<file path="config.mk">
export PLATFORM = sky130hd
export DESIGN_NAME = uiba_arbiter
export DESIGN_NICKNAME = d
export VERILOG_FILES = /design/src/hdl/uiba_pkg.sv /design/src/hdl/uiba_arbiter.sv /design/src/hdl/uiba_bid_gen.sv
export VERILOG_INCLUDE_DIRS = /design/src /design/src/hdl
export SDC_FILE = /design/constraint.sdc
export NUM_CORES = 1
export LEC_CHECK = 0
export CAP_MARGIN = 20
export CORE_MARGIN = 2
export CORE_UTILIZATION = 38
export DETAILED_ROUTE_END_ITERATION = 12
export DONT_BUFFER_PORTS = 1
export GPL_TIMING_DRIVEN = 0
export HOLD_SLACK_MARGIN = 0.15
export MAX_ROUTING_LAYER = met4
export PLACE_DENSITY = 0.63
export SLEW_MARGIN = 40
export SYNTH_ARGS = -nofsm -noshare
export SYNTH_HDL_FRONTEND = slang
export SYNTH_SLANG_ARGS = --single-unit
</file>
<file path="constraint.sdc">
create_clock -name MCLK_I -period 68.7 [get_ports MCLK_I]
set_input_delay 6.87 -clock MCLK_I [delete_from_list [all_inputs] [get_ports MCLK_I]]
set_output_delay 6.87 -clock MCLK_I [all_outputs]
set_load 0.01 [all_outputs]
</file>
<file path="src/hdl/uiba_defines.svh">
// constants for the uart interrupt bid arbiter
`ifndef UIBA_DEFINES_SVH
`define UIBA_DEFINES_SVH

`define UIBA_NCH        4
`define UIBA_NSRC       6
`define UIBA_NBID       24
`define UIBA_SCAN_LAST  5'h15
`define UIBA_SCAN_FIRST 5'h00

`define UIBA_A_ICR      4'h0
`define UIBA_A_IMR      4'h1
`define UIBA_A_BPR      4'h2
`define UIBA_A_MR0      4'h3
`define UIBA_A_MR2      4'h4
`define UIBA_A_CIR      4'h5
`define UIBA_A_STAT     4'h6

`define UIBA_RST_ICR    7'h00
`define UIBA_RST_IMR    32'h0000_0000
`define UIBA_RST_BPR    12'h000
`define UIBA_RST_LVL    8'h00
`define UIBA_RST_CIR    10'h000

`define UIBA_LVL_ONE    5'h01
`define UIBA_LVL_HALF   5'h08
`define UIBA_LVL_3Q     5'h0C
`define UIBA_LVL_FULL   5'h10

`define UIBA_ID_RXOK    3'h1
`define UIBA_ID_RXERR   3'h5
`define UIBA_ID_TX      2'h0
`define UIBA_ID_BRK     4'h2
`define UIBA_ID_COS     4'h6
`define UIBA_ID_XON     4'h7
`define UIBA_ID_ADR     4'h3

`define UIBA_M_RX       0
`define UIBA_M_TX       1
`define UIBA_M_BRK      2
`define UIBA_M_COS      3
`define UIBA_M_XON      4
`define UIBA_M_ADR      5
`define UIBA_M_WD       6

`endif

</file>
<file path="src/hdl/uiba_pkg.sv">
// types shared by the uart interrupt bid arbiter
package uiba_pkg;
    typedef struct packed {
        logic [4:0] rx_cnt;
        logic       rx_err;
        logic [4:0] tx_empty;
        logic       brk_evt;
        logic       state_change_event;
        logic       xon_evt;
        logic       adr_evt;
        logic       wdog;
    } uiba_chan_t;

    typedef struct packed {
        logic       vld;
        logic [9:0] val;
    } uiba_bid_t;
endpackage : uiba_pkg

</file>
<file path="src/hdl/uiba_arbiter.sv">
// uart interrupt bid arbiter top
// Function
// - identity code bits 6:3, channel bits 2:0
// - receiver x001/x101, transmitter xx00
// - break 0010, state 0110, xon 0111, address 0011
// - fifo count minus one in high bits
// - transmitter count one bit lower, bit9 zero
// - event sources take software priority bits
// - threshold is seven bits plus zero channel
// - request withdrawn when threshold beats all bids
// - channels 0..3, higher channel wins ties
// - winner identity code drives type output
// - threshold msb set blocks all transmitters
// - start levels keep fifos out of arbitration
// - timeout lets only enabled receivers bid
// - timeout forces threshold to zero
// - timeout has no identity code itself
// - zero-count transmitter needs threshold 0000000 and channel 1..3
// - new winner every 22 clocks, snapshot per scan
// - masked sources never request nor captured
// - threshold bit 6 aligns with bid bit 9
// - capture with no winner loads all zeros
`timescale 1ns/1ns
`default_nettype none
`include "uiba_defines.svh"
module uiba_arbiter (
    // clock, reset, enable
    input  wire  logic                                MCLK_I,
    input  wire  logic                                RST_N_I,
    input  wire  logic                                CE_I,
    // register port
    input  wire  logic [3:0]                          ADDR_I,
    input  wire  logic [31:0]                         WDATA_I,
    input  wire  logic                                WR_I,
    input  wire  logic                                RD_I,
    output logic [31:0]                               RDATA_O,
    // channel state
    input  wire  uiba_pkg::uiba_chan_t [`UIBA_NCH-1:0] CHAN_STAT_I,
    // host handshake
    input  wire  logic                                INTERRUPT_ACK_LOW_I,
    output logic                                      INTERRUPT_REQUEST_LOW_O,
    // current interrupt
    output logic [9:0]                                CIR_O,
    output logic [3:0]                                CIR_TYPE_O,
    output logic [2:0]                                CIR_CHAN_O
);
    // configuration registers
    logic [6:0]  interrupt_control_reg_ff;
    logic [6:0]  nxt_interrupt_control_reg;
    logic [31:0] interrupt_mask_reg_ff;
    logic [31:0] nxt_interrupt_mask_reg;
    logic [11:0] bid_priority_regs_ff;
    logic [11:0] nxt_bid_priority_regs;
    logic [7:0]  mode_reg_zero_ff;
    logic [7:0]  nxt_mode_reg_zero;
    logic [7:0]  mode_reg_two_ff;
    logic [7:0]  nxt_mode_reg_two;
    logic [31:0] rdata_ff;
    logic [31:0] nxt_rdata;
    logic        upd_wr;
    logic [9:0]  cir_ff;
    logic        win_vld_ff;
    logic        wd_used_ff;
    logic        irq_n_ff;

    always_comb begin
        nxt_interrupt_control_reg = interrupt_control_reg_ff;
        nxt_interrupt_mask_reg    = interrupt_mask_reg_ff;
        nxt_bid_priority_regs     = bid_priority_regs_ff;
        nxt_mode_reg_zero         = mode_reg_zero_ff;
        nxt_mode_reg_two          = mode_reg_two_ff;
        nxt_rdata                 = 32'h0000_0000;
        upd_wr                    = WR_I && (ADDR_I == `UIBA_A_CIR);
        if (WR_I) begin
            case (ADDR_I)
                `UIBA_A_ICR: nxt_interrupt_control_reg = WDATA_I[6:0];
                `UIBA_A_IMR: nxt_interrupt_mask_reg    = WDATA_I;
                `UIBA_A_BPR: nxt_bid_priority_regs     = WDATA_I[11:0];
                `UIBA_A_MR0: nxt_mode_reg_zero         = WDATA_I[7:0];
                `UIBA_A_MR2: nxt_mode_reg_two          = WDATA_I[7:0];
                default:     nxt_rdata                 = 32'h0000_0000;
            endcase
        end
        if (RD_I) begin
            case (ADDR_I)
                `UIBA_A_ICR:  nxt_rdata = {25'h000_0000, interrupt_control_reg_ff};
                `UIBA_A_IMR:  nxt_rdata = interrupt_mask_reg_ff;
                `UIBA_A_BPR:  nxt_rdata = {20'h0_0000, bid_priority_regs_ff};
                `UIBA_A_MR0:  nxt_rdata = {24'h00_0000, mode_reg_zero_ff};
                `UIBA_A_MR2:  nxt_rdata = {24'h00_0000, mode_reg_two_ff};
                `UIBA_A_CIR:  nxt_rdata = {22'h00_0000, cir_ff};
                `UIBA_A_STAT: nxt_rdata = {29'h0000_0000, wd_used_ff, !irq_n_ff, win_vld_ff};
                default:      nxt_rdata = 32'h0000_0000;
            endcase
        end
    end

    always_ff @(posedge MCLK_I) begin
        if (!RST_N_I) begin
            interrupt_control_reg_ff <= `UIBA_RST_ICR;
            interrupt_mask_reg_ff    <= `UIBA_RST_IMR;
            bid_priority_regs_ff     <= `UIBA_RST_BPR;
            mode_reg_zero_ff         <= `UIBA_RST_LVL;
            mode_reg_two_ff          <= `UIBA_RST_LVL;
            rdata_ff                 <= 32'h0000_0000;
        end else if (CE_I) begin
            interrupt_control_reg_ff <= nxt_interrupt_control_reg;
            interrupt_mask_reg_ff    <= nxt_interrupt_mask_reg;
            bid_priority_regs_ff     <= nxt_bid_priority_regs;
            mode_reg_zero_ff         <= nxt_mode_reg_zero;
            mode_reg_two_ff          <= nxt_mode_reg_two;
            rdata_ff                 <= nxt_rdata;
        end
    end

    // bid sources, one builder per channel
    uiba_pkg::uiba_bid_t [`UIBA_NBID-1:0] live_bid;
    logic [`UIBA_NCH-1:0]                 wd_hit;
    logic                                 wd_mode;

    genvar gc;
    generate
        for (gc = 0; gc < `UIBA_NCH; gc++) begin : g_ch
            assign wd_hit[gc] = CHAN_STAT_I[gc].wdog
                                && interrupt_mask_reg_ff[gc*8 + `UIBA_M_WD];
            uiba_bid_gen u_uiba_bid_gen (
                .chan_i               (CHAN_STAT_I[gc]),
                .chan_no_i            (3'(gc)),
                .mask_i               (interrupt_mask_reg_ff[gc*8 +: 8]),
                .bid_priority_regs_i  (bid_priority_regs_ff),
                .tx_bid_start_level_i (mode_reg_zero_ff[gc*2 +: 2]),
                .rx_bid_start_level_i (mode_reg_two_ff[gc*2 +: 2]),
                .wd_mode_i            (wd_mode),
                .bid_o                (live_bid[gc*`UIBA_NSRC +: `UIBA_NSRC])
            );
        end
    endgenerate
    assign wd_mode = |wd_hit;

    // scan: snapshot at start, verdict at the last of 22 cycles
    logic [4:0]                           scan_cnt_ff;
    logic [4:0]                           nxt_scan_cnt;
    uiba_pkg::uiba_bid_t [`UIBA_NBID-1:0] snap_ff;
    uiba_pkg::uiba_bid_t [`UIBA_NBID-1:0] nxt_snap;
    logic [9:0]                           thr_snap_ff;
    logic [9:0]                           nxt_thr_snap;
    logic                                 wd_snap_ff;
    logic                                 nxt_wd_snap;
    logic [9:0]                           best;
    logic                                 best_vld;
    logic [9:0]                           win_ff;
    logic [9:0]                           nxt_win;
    logic                                 nxt_win_vld;
    logic [9:0]                           thr_used_ff;
    logic [9:0]                           nxt_thr_used;
    logic                                 nxt_wd_used;
    logic                                 nxt_irq_n;

    always_comb begin
        nxt_scan_cnt = (scan_cnt_ff == `UIBA_SCAN_LAST) ? `UIBA_SCAN_FIRST
                                                        : scan_cnt_ff + 5'h01;
        nxt_snap     = snap_ff;
        nxt_thr_snap = thr_snap_ff;
        nxt_wd_snap  = wd_snap_ff;
        if (scan_cnt_ff == `UIBA_SCAN_FIRST) begin
            // later arrivals wait for the next scan
            nxt_snap     = live_bid;
            nxt_wd_snap  = wd_mode;
            nxt_thr_snap = wd_mode ? 10'h000
                                   : {interrupt_control_reg_ff, 3'h0};
        end
        best     = 10'h000;
        best_vld = 1'b0;
        for (int i = 0; i < `UIBA_NBID; i++) begin
            // channel sits in the low bits, so ties go to the higher channel
            if (snap_ff[i].vld && (!best_vld || snap_ff[i].val > best)) begin
                best     = snap_ff[i].val;
                best_vld = 1'b1;
            end
        end
        nxt_win      = win_ff;
        nxt_win_vld  = win_vld_ff;
        nxt_thr_used = thr_used_ff;
        nxt_wd_used  = wd_used_ff;
        nxt_irq_n    = irq_n_ff;
        if (scan_cnt_ff == `UIBA_SCAN_LAST) begin
            nxt_win      = best;
            nxt_win_vld  = best_vld && (best > thr_snap_ff);
            nxt_thr_used = thr_snap_ff;
            nxt_wd_used  = wd_snap_ff;
            nxt_irq_n    = !(best_vld && (best > thr_snap_ff));
        end
    end

    always_ff @(posedge MCLK_I) begin
        if (!RST_N_I) begin
            scan_cnt_ff <= `UIBA_SCAN_FIRST;
            snap_ff     <= '0;
            thr_snap_ff <= 10'h000;
            wd_snap_ff  <= 1'b0;
            win_ff      <= 10'h000;
            win_vld_ff  <= 1'b0;
            thr_used_ff <= 10'h000;
            wd_used_ff  <= 1'b0;
            irq_n_ff    <= 1'b1;
        end else if (CE_I) begin
            scan_cnt_ff <= nxt_scan_cnt;
            snap_ff     <= nxt_snap;
            thr_snap_ff <= nxt_thr_snap;
            wd_snap_ff  <= nxt_wd_snap;
            win_ff      <= nxt_win;
            win_vld_ff  <= nxt_win_vld;
            thr_used_ff <= nxt_thr_used;
            wd_used_ff  <= nxt_wd_used;
            irq_n_ff    <= nxt_irq_n;
        end
    end

    // current interrupt latch
    logic       ack_d_ff;
    logic       nxt_ack_d;
    logic       cap;
    logic [9:0] nxt_cir;

    always_comb begin
        nxt_ack_d = INTERRUPT_ACK_LOW_I;
        cap       = (ack_d_ff && !INTERRUPT_ACK_LOW_I) || upd_wr;
        nxt_cir   = cir_ff;
        if (cap) begin
            nxt_cir = win_vld_ff ? win_ff : `UIBA_RST_CIR;
        end
    end

    always_ff @(posedge MCLK_I) begin
        if (!RST_N_I) begin
            ack_d_ff <= 1'b1;
            cir_ff   <= `UIBA_RST_CIR;
        end else if (CE_I) begin
            ack_d_ff <= nxt_ack_d;
            cir_ff   <= nxt_cir;
        end
    end

    assign INTERRUPT_REQUEST_LOW_O = irq_n_ff;
    assign CIR_O                   = cir_ff;
    assign CIR_TYPE_O              = cir_ff[6:3];
    assign CIR_CHAN_O              = cir_ff[2:0];
    assign RDATA_O                 = rdata_ff;
endmodule : uiba_arbiter
`default_nettype wire

</file>
<file path="src/hdl/uiba_bid_gen.sv">
// per-channel bid builder
`timescale 1ns/1ns
`default_nettype none
`include "uiba_defines.svh"
module uiba_bid_gen (
    // channel state
    input  wire  uiba_pkg::uiba_chan_t            chan_i,
    input  wire  logic [2:0]                      chan_no_i,
    // configuration
    input  wire  logic [7:0]                      mask_i,
    input  wire  logic [11:0]                     bid_priority_regs_i,
    input  wire  logic [1:0]                      tx_bid_start_level_i,
    input  wire  logic [1:0]                      rx_bid_start_level_i,
    input  wire  logic                            wd_mode_i,
    // bids
    output var   uiba_pkg::uiba_bid_t [`UIBA_NSRC-1:0]  bid_o
);
    function automatic logic [4:0] lvl(input logic [1:0] sel);
        case (sel)
            2'h0:    lvl = `UIBA_LVL_ONE;
            2'h1:    lvl = `UIBA_LVL_HALF;
            2'h2:    lvl = `UIBA_LVL_3Q;
            default: lvl = `UIBA_LVL_FULL;
        endcase
    endfunction : lvl

    logic [4:0] rx_m1;
    logic [4:0] tx_m1;
    logic       rx_go;

    always_comb begin
        rx_m1 = chan_i.rx_cnt - `UIBA_LVL_ONE;
        tx_m1 = chan_i.tx_empty - `UIBA_LVL_ONE;
        // timeout drops the start level so a near-empty fifo still gets seen
        rx_go = wd_mode_i ? (chan_i.rx_cnt >= `UIBA_LVL_ONE)
                          : (chan_i.rx_cnt >= lvl(rx_bid_start_level_i));
        bid_o[0].val = {rx_m1[3:0], chan_i.rx_err ? `UIBA_ID_RXERR : `UIBA_ID_RXOK,
                        chan_no_i};
        bid_o[0].vld = mask_i[`UIBA_M_RX] && rx_go;
        bid_o[1].val = {1'b0, tx_m1[3:0], `UIBA_ID_TX, chan_no_i};
        bid_o[1].vld = mask_i[`UIBA_M_TX] && !wd_mode_i
                       && (chan_i.tx_empty >= lvl(tx_bid_start_level_i));
        bid_o[2].val = {bid_priority_regs_i[2:0], `UIBA_ID_BRK, chan_no_i};
        bid_o[2].vld = mask_i[`UIBA_M_BRK] && chan_i.brk_evt && !wd_mode_i;
        bid_o[3].val = {bid_priority_regs_i[5:3], `UIBA_ID_COS, chan_no_i};
        bid_o[3].vld = mask_i[`UIBA_M_COS] && chan_i.state_change_event && !wd_mode_i;
        bid_o[4].val = {bid_priority_regs_i[8:6], `UIBA_ID_XON, chan_no_i};
        bid_o[4].vld = mask_i[`UIBA_M_XON] && chan_i.xon_evt && !wd_mode_i;
        bid_o[5].val = {bid_priority_regs_i[11:9], `UIBA_ID_ADR, chan_no_i};
        bid_o[5].vld = mask_i[`UIBA_M_ADR] && chan_i.adr_evt && !wd_mode_i;
    end
endmodule : uiba_bid_gen
`default_nettype wire

</file>
==> summary.md <==
| Metric | Value |
|---|---|
| Most frequent cells in the layout | 319 x nand2_1, 206 x dfxtp_1, 195 x ha_1 |
| Final slew viol count | 0 |
| Die Y | 216 µm |
| Dpl ws | 20.88 ns |
| Antenna violations before repair | 3 |
| Core area | 44,200 µm² |
| Critical path type | reg2reg |
| Share of layout cells above drive strength 1 | 6.98% |
| Post-CTS setup buffer count | 0 |
| Status | finished, final reports clean |
| Vias | 16,300 |
| Share of the synthesized area in the top cell type | 24.3% |
| Top cells by area in the synthesized netlist | dfxtp_1 24%, ha_1 14%, nand2_1 7.0% |
| Clk buf depth | 3 |
| Pin count of the biggest net entering global routing | 30 |
| Setup-failing EPs final | 0 |
| EDFF count, synth | 0 |
| Full die area | 46,600 µm² |
| DRC viols | 0 |
| Clock Pin Slew Worst Setup and Hold Paths | 0.06 ns |
| Tot GR Track Use | 26.4% |
| Slew @ Worst Pin | 0.929 ns |
| Post-synthesis area per instance | 7.90 µm² |
| Synth area leader | dfxtp_1 |
| Setup TNS | 0 ns |
| Power Density | 16.9 nW/µm² |
| Post-synthesis cell area | 17,100 µm² |
| Final WS setup | 20.04 ns |
| Vias per cell | 5.82 |
| MaxCap Viol Count | 0 |
| Maximum clock rate | 20.6 MHz |
| P_leak | 0.00745 µW |
| FF/Latch Area | 4150 µm² |
| ANT nets after route | 0 |
| Family with the most delay on the worst path | compound AO/OA/AOI/OAI gates |
| Area delta synth->final | 9.69% |
| Crit path top cell by count | ha_1 |
| Clock skew | 0.0117 ns |
| Critical Path Start Type | flip-flop |
| Peak VDD IR | 0.0180 mV |
| Max incr delay on CP | 0.57 ns |
| Htree depth | 1 |
| WL/cell | 21.7 µm |
| DRT Pass-1 Iters | 7 |
| Multi-input logic area | 11,800 µm² |
| FFs w/ async S/R, synth | 0% |
| CP max stage cell | or4_4 |
| Post-cts sizing count | 0 |
| CTS root buffer | clkbuf_16 |
| CTS Buf Count | 25 |
| Critical Path AT | 49.11 ns |
| Seq/Total Area, Yosys | 24.3% |
| Syn. warnings | 0 |
| Yosys cell types | 114 |
| Port Buffers | 0 |
| Buf+Inv Stages, Crit Path | 34 |
| Clk_lat worst skew | 0.54 ns |
| Placement Rows | 77 |
| First-pass GRT wire length | 93.5 mm |
| Final wirelength | 60.9 mm |
| Gr ovfl total | 0 |
| Vias in the first global route | 16,200 |
| CTS Hold Bufs | 0 |
| CTS tree | yes |
| Slew HR | 38.1% |
| Gate count of the mapped netlist | 2,158 |
| Hold Crit Class | reg2reg |
| Fill count | 4,547 |
| Placer Congestion | 0.946 |
| Dpl hpwl | 48.2 mm |
| CP required | 69.15 ns |
| Top_reg_cell synth | dfxtp_1 |
| Die W | 216 µm |
| Final Cycle Share | 70.8% |
| 1st-iter DRT viols | 1,283 |
| Clk sinks | 207 |
| Hold Vio Cnt, Final | 0 |
| Commonest non-fill, non-tap cell in the layout | nand2_1 |
| Crit. End Element | flip-flop |
| Layout Nets | 2,490 |
| Io pins | 156 |
| Worst-path maximum fanout | 10 |
| RSZ-0062 raised after global routing | no |
| Initial Util | 38.6% |
| Fin crit period | 48.66 ns |
| Yosys reg bits | 207 |
[registers in the layout (all words and copies together), names as in the netlist, 5 cells and up]
| signal | count |
|---|---|
| mode_reg_two_ff | 8 |
| interrupt_mask_reg_ff | 32 |
| bid_priority_regs_ff | 12 |
| RDATA_O | 32 |
| interrupt_control_reg_ff | 7 |
| CIR_O | 9 |
| snap_ff | 73 |
| thr_snap_ff | 7 |
| mode_reg_zero_ff | 8 |
| win_ff | 9 |
| scan_cnt_ff | 5 |
[cell families after synthesis]
group | after synthesis | share of synthesized area (%)
xor gates and xnor gates | 25 | 1.28
other | 1 | 0.0220
buffers and inverters | 283 | 6.68
DFF | 207 | 24.3
and+or+nand+nor | 787 | 22.8
AOI/OAI and AO/OA | 581 | 25.6
muxes | 78 | 4.89
adders and majority gates | 196 | 14.4
[cell usage after synthesis (all sizes together) (23+ instances only)]
cell type and number:
o21ai 82, dfxtp 207, clkbuf 87, inv 172, nor3 41, mux2 23
o211a 43, a21o 38, buf 23, o21a 29, nand3 63, mux2i 54
nand2 321, a21oi 103, and3 23, ha 195, a21boi 87, nor2 94
nor2b 122
[through the flow]
stage	cell area, µm²	instances	hold WS (ns)	util, %	total power, µW
after global routing	18700	2801	0.487	42.3	328
final	18700	2801	0.468	42.3	316
after floorplan	17100	2159	0.439	-	166
after CTS	18700	2798	0.466	42.3	316
after global placement	17800	2751	0.454	40.3	180
after detailed placement	17900	2754	0.458	40.4	182
[routing by layer]
metal / up-vias / routed length, µm / global-route usage [%]
met2: 622 / 27800 / 42.8
met1: 7797 / 25900 / 32.6
met4: 0 / 2720 / 10.8
met5: - / 0 / -
li1: 7739 / - / -
met3: 143 / 4400 / 4.16
[cell type report]
type	instances	share of cell area [%]
Multi-Input combinational cell	1669	63.0
Sequential cell	207	22.2
Clock buffer	35	4.03
Tap cell	592	3.96
Inverter	173	3.47
Buffer	110	2.65
Clock inverter	9	0.482
Timing Repair Buffer	3	0.187
Antenna cell	3	0.0401
[power by group]
part           total, µW  switching, µW  internal (µW)
Combinational       53.3           32.5           20.7
Sequential           127           4.08            123
Clock                136           55.3           80.4
[worst register-to-register path, delay by kind of cell (launching register included)]
family / cells / cell delay (ns)
flops: 1 / 0.35
buf+inv: 34 / 5.76
fa+ha+maj: 24 / 7.26
simple gates: 71 / 11.34
compound gates: 98 / 21.52
mux: 9 / 2.37
[path summary, 6_finish.rpt]
kind	startpoint	endpoint	slack [ns]	cells past startpoint
max	snap_ff[10]	INTERRUPT_REQUEST_LOW_O	20.04	236
min	interrupt_mask_reg_ff[7]	interrupt_mask_reg_ff[7]	0.47	2
max reg2reg	snap_ff[10]	INTERRUPT_REQUEST_LOW_O	20.04	236
min reg2reg	interrupt_mask_reg_ff[7]	interrupt_mask_reg_ff[7]	0.47	2
No activity file was read; power rests on OpenSTA's default activity.
